## config.mk

```make
export PLATFORM = sky130hd
export DESIGN_NAME = com_mode_fsm
export DESIGN_NICKNAME = d
export VERILOG_FILES = /design/src/design/com_pkg.sv /design/src/design/com_mode_fsm.sv /design/src/design/com_sync.sv /design/src/design/com_out_stage.sv
export SDC_FILE = /design/constraint.sdc
export NUM_CORES = 1
export LEC_CHECK = 0
export ABC_AREA = 1
export BUFFER_PORTS_ARGS = -buffer_cell sky130_fd_sc_hd__clkbuf_2
export CAP_MARGIN = 10
export CORE_ASPECT_RATIO = 1.75
export CORE_UTILIZATION = 48
export DETAILED_ROUTE_END_ITERATION = 7
export GPL_ROUTABILITY_DRIVEN = 1
export PLACE_DENSITY_LB_ADDON = 0.15
export SYNTH_ARGS = -nofsm -noshare
export SYNTH_HDL_FRONTEND = slang
export SYNTH_SLANG_ARGS = --single-unit
```

## constraint.sdc

```tcl
create_clock -name mclk -period 2 [get_ports mclk]
set_clock_uncertainty 0.1 [all_clocks]
set_input_delay 0.3 -clock mclk [delete_from_list [all_inputs] [get_ports mclk]]
set_output_delay 0.3 -clock mclk [all_outputs]
set_load 0.03 [all_outputs]
```

## src/design/com_pkg.sv

```systemverilog
/*
 * shared types and constants of the controller operating-mode block.
 * assumes a single clock domain; tool requests arrive as one-cycle pulses.
 */
package com_pkg;

   // default widths of the i/o image and the shutdown cause
   localparam int IN_W    = 8;
   localparam int OUT_W   = 8;
   localparam int CAUSE_W = 8;

   // shutdown cause values
   localparam logic [CAUSE_W-1:0] CAUSE_NONE      = 8'h00;
   localparam logic [CAUSE_W-1:0] CAUSE_IO_ABSENT = 8'h01;

   // reset values
   localparam logic RST_INIT_DONE = 1'b0;
   localparam logic RST_SWITCH    = 1'b0;

   // synchroniser depth for pin inputs
   localparam int SYNC_STAGES = 2;

   typedef enum logic [2:0] {
      MODE_HALT,
      MODE_RUN,
      MODE_RUNF,
      MODE_HOLD,
      MODE_ERROR
   } com_mode_t;

   // mode commands from the programming tool, one-cycle pulses
   typedef struct packed {
      logic run;
      logic halt;
      logic runForced;
      logic hold;
      logic holdCancel;
      logic errorReset;
   } com_mode_cmd_t;

   // program maintenance requests, and their grant or reject pulses
   typedef struct packed {
      logic download;
      logic reload;
      logic nvWrite;
      logic progEdit;
   } com_prog_req_t;

   // gating towards the scan engine and the output stage
   typedef struct packed {
      logic execEnable;
      logic ioUpdate;
      logic outputsOff;
      logic holdForce;
   } com_gate_t;

   // gating reset value: outputs off only
   localparam com_gate_t RST_GATE = 4'h2;

endpackage

```

## src/design/com_mode_fsm.sv

```systemverilog
/*
 * operating-mode controller: run, halt, error, hold and forced run.
 * assumes tool commands, fault and io-absent flags come from logic on mclk;
 * the mode switch and input pins are asynchronous.
 */
// What this block does
// run mode samples inputs, executes program, drives outputs from results.
// program edits and non-volatile writes accepted in run mode.
// halt mode stops execution and forces all outputs off.
// full program download accepted only in halt, rejected otherwise.
// self-diagnosis fault enters error from any mode, outputs off.
// error is left only by error-reset command or power cycle.
// shutdown cause stays readable while in error.
// hold stops execution but keeps i/o updating, outputs held.
// in hold the tool may write data that appears on outputs.
// forced run executes like run but ignores absent expansion modules.
// mode follows mode switch position combined with tool commands.
// switch resting at halt selects halt, at run selects run.
// switch turned to halt or halt command moves to halt.
// switch turned to run or run command moves to run; in hold mode the run command is ignored.
// forced-run command enters forced-run mode.
// hold command enters hold mode.
// hold-cancel command leaves hold mode.
// tool mode commands honoured only with switch at run side.
// reload from non-volatile storage only in halt mode.
// hold-cancel returns to run mode.
// error reset leaves error into halt with outputs off.
// hold only from run, forced run only from run or halt; error takes only reset.
`timescale 1ns/100ps
module com_mode_fsm #(
   parameter int IN_W    = com_pkg::IN_W,
   parameter int OUT_W   = com_pkg::OUT_W,
   parameter int CAUSE_W = com_pkg::CAUSE_W
) (
   input  wire logic                   mclk,
   input  wire logic                   rst_n,
   input  wire logic                   modeSwitchRun,
   input  wire logic [IN_W-1:0]        inPins,
   input  wire com_pkg::com_mode_cmd_t modeCmd,
   input  wire com_pkg::com_prog_req_t progReq,
   input  wire logic                   diagFault,
   input  wire logic [CAUSE_W-1:0]     faultCause,
   input  wire logic                   ioAbsent,
   input  wire logic [OUT_W-1:0]       progResult,
   input  wire logic [OUT_W-1:0]       forceData,
   input  wire logic                   forceWrite,
   output com_pkg::com_mode_t          mode,
   output com_pkg::com_gate_t          gate,
   output logic [IN_W-1:0]             inImage,
   output logic [OUT_W-1:0]            outPins,
   output logic [CAUSE_W-1:0]          errorCause,
   output com_pkg::com_prog_req_t      progGrant,
   output com_pkg::com_prog_req_t      progReject
);

   logic                   switchRunSync;
   logic [IN_W-1:0]        inSync;

   com_pkg::com_mode_t     mode_reg;
   com_pkg::com_mode_t     mode_next;
   logic                   initDone_reg;
   logic                   initDone_next;
   logic                   switchPrev_reg;
   logic                   switchPrev_next;
   logic [CAUSE_W-1:0]     cause_reg;
   logic [CAUSE_W-1:0]     cause_next;
   com_pkg::com_gate_t     gate_reg;
   com_pkg::com_gate_t     gate_next;
   logic [IN_W-1:0]        inImage_reg;
   logic [IN_W-1:0]        inImage_next;
   com_pkg::com_prog_req_t grant_reg;
   com_pkg::com_prog_req_t grant_next;
   com_pkg::com_prog_req_t reject_reg;
   com_pkg::com_prog_req_t reject_next;

   logic cmdOk;
   logic switchToHalt;
   logic switchToRun;

   com_sync #(
      .W (1)
   ) u_switch_sync (
      .mclk    (mclk),
      .rst_n   (rst_n),
      .asyncIn (modeSwitchRun),
      .syncOut (switchRunSync)
   );

   com_sync #(
      .W (IN_W)
   ) u_pin_sync (
      .mclk    (mclk),
      .rst_n   (rst_n),
      .asyncIn (inPins),
      .syncOut (inSync)
   );

   com_out_stage #(
      .W (OUT_W)
   ) u_out_stage (
      .mclk       (mclk),
      .rst_n      (rst_n),
      .gate       (gate_reg),
      .progResult (progResult),
      .forceData  (forceData),
      .forceWrite (forceWrite && switchRunSync),
      .outPins    (outPins)
   );

   // switch events and command window
   assign cmdOk        = switchRunSync;
   assign switchToHalt = initDone_reg && switchPrev_reg && !switchRunSync;
   assign switchToRun  = initDone_reg && !switchPrev_reg && switchRunSync;

   // mode selection
   always_comb begin
      mode_next       = mode_reg;
      initDone_next   = 1'b1;
      switchPrev_next = switchRunSync;
      cause_next      = cause_reg;
      if (diagFault) begin
         mode_next  = com_pkg::MODE_ERROR;
         if (mode_reg != com_pkg::MODE_ERROR) begin
            cause_next = faultCause;
         end
      end else if (!initDone_reg) begin
         mode_next = switchRunSync ? com_pkg::MODE_RUN : com_pkg::MODE_HALT;
      end else begin
         case (mode_reg)
            com_pkg::MODE_ERROR: begin
               if (cmdOk && modeCmd.errorReset) begin
                  mode_next  = com_pkg::MODE_HALT;
                  cause_next = com_pkg::CAUSE_NONE;
               end
            end
            com_pkg::MODE_HALT: begin
               if (switchToRun || (cmdOk && modeCmd.run)) begin
                  mode_next = com_pkg::MODE_RUN;
               end else if (cmdOk && modeCmd.runForced) begin
                  mode_next = com_pkg::MODE_RUNF;
               end
            end
            com_pkg::MODE_RUN: begin
               if (switchToHalt || (cmdOk && modeCmd.halt)) begin
                  mode_next = com_pkg::MODE_HALT;
               end else if (cmdOk && modeCmd.hold) begin
                  mode_next = com_pkg::MODE_HOLD;
               end else if (cmdOk && modeCmd.runForced) begin
                  mode_next = com_pkg::MODE_RUNF;
               end else if (ioAbsent) begin
                  mode_next  = com_pkg::MODE_ERROR;
                  cause_next = com_pkg::CAUSE_IO_ABSENT;
               end
            end
            com_pkg::MODE_RUNF: begin
               if (switchToHalt || (cmdOk && modeCmd.halt)) begin
                  mode_next = com_pkg::MODE_HALT;
               end else if (cmdOk && modeCmd.run) begin
                  mode_next = com_pkg::MODE_RUN;
               end
            end
            com_pkg::MODE_HOLD: begin
               if (switchToHalt || (cmdOk && modeCmd.halt)) begin
                  mode_next = com_pkg::MODE_HALT;
               end else if (cmdOk && modeCmd.holdCancel) begin
                  mode_next = com_pkg::MODE_RUN;
               end
            end
            default: begin
               mode_next = com_pkg::MODE_HALT;
            end
         endcase
      end
   end

   // gating follows the next mode so it lines up with mode_reg
   always_comb begin
      gate_next = '0;
      case (mode_next)
         com_pkg::MODE_RUN,
         com_pkg::MODE_RUNF: begin
            gate_next.execEnable = 1'b1;
            gate_next.ioUpdate   = 1'b1;
         end
         com_pkg::MODE_HOLD: begin
            gate_next.ioUpdate  = 1'b1;
            gate_next.holdForce = 1'b1;
         end
         com_pkg::MODE_HALT,
         com_pkg::MODE_ERROR: begin
            gate_next.outputsOff = 1'b1;
         end
         default: begin
            gate_next.outputsOff = 1'b1;
         end
      endcase
   end

   // input image refresh
   always_comb begin
      inImage_next = inImage_reg;
      if (gate_reg.ioUpdate) begin
         inImage_next = inSync;
      end
   end

   // program maintenance grants
   always_comb begin
      grant_next  = '0;
      reject_next = '0;
      if (mode_reg == com_pkg::MODE_HALT) begin
         grant_next.download = progReq.download;
         grant_next.reload   = progReq.reload;
      end else begin
         reject_next.download = progReq.download;
         reject_next.reload   = progReq.reload;
      end
      if (mode_reg == com_pkg::MODE_HALT || mode_reg == com_pkg::MODE_RUN ||
          mode_reg == com_pkg::MODE_RUNF) begin
         grant_next.nvWrite  = progReq.nvWrite;
         grant_next.progEdit = progReq.progEdit;
      end else begin
         reject_next.nvWrite  = progReq.nvWrite;
         reject_next.progEdit = progReq.progEdit;
      end
   end

   always_ff @(posedge mclk or negedge rst_n) begin
      if (!rst_n) begin
         mode_reg       <= com_pkg::MODE_HALT;
         initDone_reg   <= com_pkg::RST_INIT_DONE;
         switchPrev_reg <= com_pkg::RST_SWITCH;
         cause_reg      <= com_pkg::CAUSE_NONE;
         gate_reg       <= com_pkg::RST_GATE;
         inImage_reg    <= '0;
         grant_reg      <= '0;
         reject_reg     <= '0;
      end else begin
         mode_reg       <= mode_next;
         initDone_reg   <= initDone_next;
         switchPrev_reg <= switchPrev_next;
         cause_reg      <= cause_next;
         gate_reg       <= gate_next;
         inImage_reg    <= inImage_next;
         grant_reg      <= grant_next;
         reject_reg     <= reject_next;
      end
   end

   assign mode       = mode_reg;
   assign gate       = gate_reg;
   assign inImage    = inImage_reg;
   assign errorCause = cause_reg;
   assign progGrant  = grant_reg;
   assign progReject = reject_reg;
endmodule

```

## src/design/com_sync.sv

```systemverilog
/*
 * multi-bit two-flop synchroniser for pin inputs.
 * assumes each bit is an independent level; no bus coherence is given.
 */
`timescale 1ns/100ps
module com_sync #(
   parameter int W = 1
) (
   input  wire logic         mclk,
   input  wire logic         rst_n,
   input  wire logic [W-1:0] asyncIn,
   output logic      [W-1:0] syncOut
);

   logic [W-1:0] meta_reg;
   logic [W-1:0] sync_reg;

   // first stage feeds only the second
   always_ff @(posedge mclk or negedge rst_n) begin
      if (!rst_n) begin
         meta_reg <= '0;
         sync_reg <= '0;
      end else begin
         meta_reg <= asyncIn;
         sync_reg <= meta_reg;
      end
   end

   assign syncOut = sync_reg;

endmodule

```

## src/design/com_out_stage.sv

```systemverilog
/*
 * output image register driven by the mode gating.
 * assumes gate, result and force data come from logic on mclk.
 */
`timescale 1ns/100ps
module com_out_stage #(
   parameter int W = 8
) (
   input  wire logic              mclk,
   input  wire logic              rst_n,
   input  wire com_pkg::com_gate_t gate,
   input  wire logic [W-1:0]      progResult,
   input  wire logic [W-1:0]      forceData,
   input  wire logic              forceWrite,
   output logic      [W-1:0]      outPins
);

   logic [W-1:0] out_reg;
   logic [W-1:0] out_next;

   always_comb begin
      out_next = out_reg;
      if (gate.outputsOff) begin
         out_next = '0;
      end else if (gate.execEnable) begin
         out_next = progResult;
      end else if (gate.holdForce && forceWrite) begin
         out_next = forceData;
      end
   end

   always_ff @(posedge mclk or negedge rst_n) begin
      if (!rst_n) begin
         out_reg <= '0;
      end else begin
         out_reg <= out_next;
      end
   end

   assign outPins = out_reg;

endmodule

```

== Word-level counts from Yosys, hierarchy flattened ==
Index checks and enable logic that the tools add are counted.
Word-level totals
  input port bits: 48
  register bits: 59
  word-level logic and storage cells: 96
  output and inout port bits: 39
Cells by class
  equal/unequal tests: 14
  muxes and demuxes: 35
  reduce and logical (&&, ||, !) cells: 25
Operators with widths (number)
  two-way mux 8 bit: 11
  two-way mux 3 bit: 13
  inequality test 3 bit, second input constant: 6
  case mux 8 bit (2 select lines): 1
  case mux 3 bit (5 select lines): 1
  equality test 3 x 2 -> 1 bit, second input constant: 4
  logical AND 1 bit: 12
  two-way mux 2 bit: 4
  AND reduction 8 bit: 1
  equality test 3 x 1 -> 1 bit, second input constant: 2
  nonzero test 3 bit: 2
  two-way mux 1 bit: 5
  logical OR 1 bit: 4
  equality test 3 bit, second input constant: 1
  zero test 3 bit: 1
  OR reduction 3 bit: 1
  zero test 1 bit: 2
  inequality test 2 x 1 -> 1 bit, second input constant: 1
  nonzero test 2 bit: 1
  OR reduction 2 bit: 1

== Depth between registers and ports, before layout ==
  word-level depth: 11
  gate-level depth with buffers: 12
  mapped depth without buffers: 11

== Cells and area by module ==
A second synthesis with hierarchy kept.
Second synthesis, totals
  cell total of the unflattened synthesis: 242
  area total of the unflattened synthesis: 2438.6 um2
By module, submodules not included
  com_mode_fsm: cells an instance 161, area each 1549.0 um2, instances 1, seq. area each 827.0 um2
  com_out_stage: cells an instance 63, area each 439.2 um2, instances 1, seq. area each 200.2 um2
  com_sync at u_pin_sync: cells an instance 16, area each 400.4 um2, instances 1, seq. area each 400.4 um2
  com_sync at u_switch_sync: cells an instance 2, area each 50.0 um2, instances 1, seq. area each 50.0 um2

== Least setup slack after synthesis ==
OpenSTA, ideal clock, no wires.
  path kind: register -> register
  start: register mode_reg[1], in the netlist mode[1]
  end: register cause_reg[6], in the netlist errorCause[6]
  path buffers: 1
  arrival: 1.321 ns
  setup time: 0.118 ns
  cell stages (with the launch flop): 10
  period minus slack after synthesis: 1.538 ns
  required time: 1.782 ns
  slack: 0.462 ns
  cells stage by stage: dfrtp_1 inv_1 nand3_2 nand2_1 nand2_1 nand2_2 nand3_4 buf_6 nand2_2 o21ai_2
Between the ends
  word-level cells in the longest chain between the ends: 4
  elaborated cells between the ends (all ways): 14
  those cells by class: eq/ne: 9; mux: 3; reduce/logical: 2
RTL lines
  from (decl): line com_mode_fsm.sv:59  | com_pkg::com_mode_t mode_reg;
  from (signal assigned): line com_mode_fsm.sv:230  | mode_reg <= com_pkg::MODE_HALT;
  from (signal assigned): line com_mode_fsm.sv:239  | mode_reg <= mode_next;
  equality test 3 x 1 -> 1 bit / equality test 3 bit (equally long branches): line com_mode_fsm.sv:129  | case (mode_reg)
  case mux 8 bit (2 select lines): line com_mode_fsm.sv:129
  two-way mux 8 bit: line com_mode_fsm.sv:126  | end else if (!initDone_reg) begin
  two-way mux 8 bit: line com_mode_fsm.sv:121  | if (diagFault) begin
  to (signal assigned): line com_mode_fsm.sv:233  | cause_reg <= com_pkg::CAUSE_NONE;
  to (signal assigned): line com_mode_fsm.sv:242  | cause_reg <= cause_next;
  to (decl): line com_mode_fsm.sv:65  | logic [CAUSE_W-1:0] cause_reg;
Parallel ways exist; a longest one is shown, timed or not. The select of a mux whose other input is x is not followed.
A chain may end at the register's enable or synchronous reset.

==> impl_results.md <==
* Slew headroom at 0.631
* Clk root buf: clkbuf_8
* CTS tree: done
* Syn avg cell area at 10.7 µm²
* Post-synth design cell area at 2320 µm²
* RD Place Congestion at 0.821
* CP startpoint: u_switch_sync.syncOut$_DFF_PN0_
* Clock power frac at 0.348
* Vias post-DR at 1830
* IO Count at 87
* Async SR Flop Fraction at 1.00
* Gate power share at 0.196
* Clock slew seen by the registers of the worst setup and hold paths at 0.07 ns
* Starting Density at 0.497
* Drt first pass iters at 4
* WP data arrival at 1.74 ns
* Num CTS Buffers at 9
* CTS Hold Bufs at 10
* VDD IR max at 0.849 mV
* Syn-to-layout area delta at 33.9%
* Hold path depth at 3
* Worst-margin pin slew at 0.553 ns
* Net Sw Power at 0.000947 W
* Largest net degree at the start of global routing at 23
* Gr usage total at 0.202
* Synth Instances at 217
* Setup TNS Final at 0 ns
* Synth warnings at 0
* Internal Pwr Total at 0.00210 W
* RSZ-0062 raised after global routing: false
* Hpwl dp at 3.32 mm
* Initial antenna violation count at 0
* Core Area at 4670 µm²
* Max-cap violation count at 0
* Count of input and output buffers at 86
* Routed WL per cell at 11.5 µm
* Period minus WS final at 1.62 ns
* Final setup violating endpoints at 0
* Layout cells sized above 1 at 0.423
* Routed WL at 4.36 mm
* Final net count at 369
* WS Path Type: flip-flop to flip-flop
* Drt via density at 4.84
* Die W at 54.6 µm
* Die area at 5130 µm²
* Finished Layout Cells at 378
* Flops & latches, synth at 59
* Final Hold Vio Count at 0
* P_leak at 1.67 nW
* CTS sink cnt at 59
* Fin crit share at 0.812
* Reg-to-Reg End: gate[3]$_DFF_PN0_
* Fmax at 616 MHz
* Power Density at 980 nW/µm²
* Crit path required time at 2.12 ns
* FP Rows at 33
* CP endpoint: gate[3]$_DFF_PN0_
* Worst-Skew Late Latency at 0.33 ns
* Number of synthesized flops with an enable pin at 0
* Main synth FF type: dfrtp_1
* Syn_nets at 265
* Final ANT Viol Nets at 0
* Clk buf depth at 2
* Switching Share at 0.311
* Startpoint types: flip-flop
* Dpl cells at 352
* Sequential area share after synthesis at 0.637
* DRC viols at 0
* Netlist cell types at 27
* Sequential Power Share at 0.456
* Overflow left after global routing at 0
* First-pass GRT wire length at 7.20 mm
* Critical path endpoint category: flip-flop
* Initial drt markers at 13
* H-tree depth at 3
* Worst r2r src: u_switch_sync.syncOut$_DFF_PN0_
* Reg2reg setup slack at 0.38 ns
* Post-CTS Resized at 0
* Vias in the first global route at 1802
* Antenna Cells at 0
* Die H at 94.0 µm
* Class of the worst hold path: input pin to flip-flop
* R2R depth at 11
* Max-slew violations at 0
* Largest fanout on the critical path at 10
* # Post-CTS Setup Buffers at 0
* Outcome: finished clean
## cell families (layout without fill, tap and decap cells)
| logic type | Yosys count | count (layout) | share of synthesized area |
|---|---|---|---|
| multiplexers | 8 | 8 | 0.0388 |
| AO/OA/AOI/OAI | 21 | 21 | 0.0674 |
| other | 1 | 1 | 0.00162 |
| flip-flops | 59 | 59 | 0.637 |
| buffers and inverters | 26 | 135 | 0.0512 |
| AND/OR/NAND/NOR | 102 | 102 | 0.204 |
## layer usage
metal / part of all wire / track usage
met4: 0.020 / 0.120
met2: 0.54 / 0.361
met5: 0 / 0
met1: 0.38 / 0.192
met3: 0.061 / 0.0550
## worst min path at each step
stage               start                                 end
2_1_floorplan       rst_n           errorCause[0]$_DFFE_PN0P_
3_3_place_gp        rst_n  u_out_stage.outPins[3]$_DFFE_PN0P_
3_5_place_dp        rst_n  u_out_stage.outPins[3]$_DFFE_PN0P_
4_1_cts        progReq[1]              progGrant[1]$_DFF_PN0_
5_1_grt        progReq[3]             progReject[3]$_DFF_PN0_
6_report       progReq[3]              progGrant[3]$_DFF_PN0_
## cell usage after synthesis, types with 2 or more instances
library cell   n  area [µm²]
o21ai_2        8        70.1
nor2_1        21        78.8
nand2_4        2        22.5
buf_6          2        22.5
nand3_1       16        80.1
dfrtp_1       58        1450
inv_1         18        67.6
nand2_1       49         184
buf_2          2        10.0
a21oi_1        3        15.0
mux2_2         8        90.1
inv_2          2        7.51
nand2_2        7        43.8
a31oi_1        8        50.1
## through the flow
| step | cell area [µm²] | hold slack (ns) | power (W) | setup slack [ns] | util |
|---|---|---|---|---|---|
| 2_1_floorplan | 2320 | -0.0956 | 0.00179 | 0.462 | - |
| 3_3_place_gp | 2810 | 0.208 | 0.00199 | 0.386 | 0.602 |
| 3_5_place_dp | 2810 | 0.213 | 0.00200 | 0.384 | 0.602 |
| 4_1_cts | 3110 | 0.0720 | 0.00308 | 0.364 | 0.666 |
| 5_1_grt | 3110 | 0.0842 | 0.00321 | 0.148 | 0.666 |
| 6_report | 3110 | 0.0818 | 0.00305 | 0.376 | 0.666 |
## critical path: stages, from the launching register on
cell     delay, ns
dfrtp_1       0.60
nand2_1       0.17
nand2_1       0.11
nand2_1       0.05
nand2_1       0.05
nand2_1       0.04
nand2_1       0.05
nand2_1       0.05
nand2_1       0.11
inv_1         0.07
nand2_1       0.06
nand2_1       0.05
## placed cells by master, fill, tap and decap left out, types with 2 or more instances in the layout
cell	count
a21oi_1	3
a31oi_1	8
buf_4	2
clkbuf_2	86
clkbuf_8	9
clkinv_4	2
clkinvlp_4	2
dfrtp_1	58
dlygate4sd3_1	10
inv_1	18
inv_2	2
mux2_2	8
nand2_1	49
nand2_2	7
nand2_4	2
nand3_1	16
nor2_1	21
o21ai_2	8
## power by group through the flow
| stage | logic [W] | registers [W] | clock network [W] |
|---|---|---|---|
| after CTS | 0.000606 | 0.00139 | 0.00109 |
| after global placement | 0.000583 | 0.00141 | 0 |
| after global routing | 0.000656 | 0.00141 | 0.00114 |
| after detailed placement | 0.000590 | 0.00141 | 0 |
| final | 0.000597 | 0.00139 | 0.00106 |
| after floorplan | 0.000198 | 0.00159 | 0 |
## area by class of cell
class / instances / area (µm²)
Timing Repair Buffer: 99 / 566
Inverter: 20 / 75.1
Sequential cell: 59 / 1480
Tap cell: 52 / 65.1
Multi-Input combinational cell: 132 / 723
Clock buffer: 9 / 124
Clock inverter: 7 / 76.3
Fill cell: 378 / 1560
Note: power is estimated with default switching activity, not from simulation.
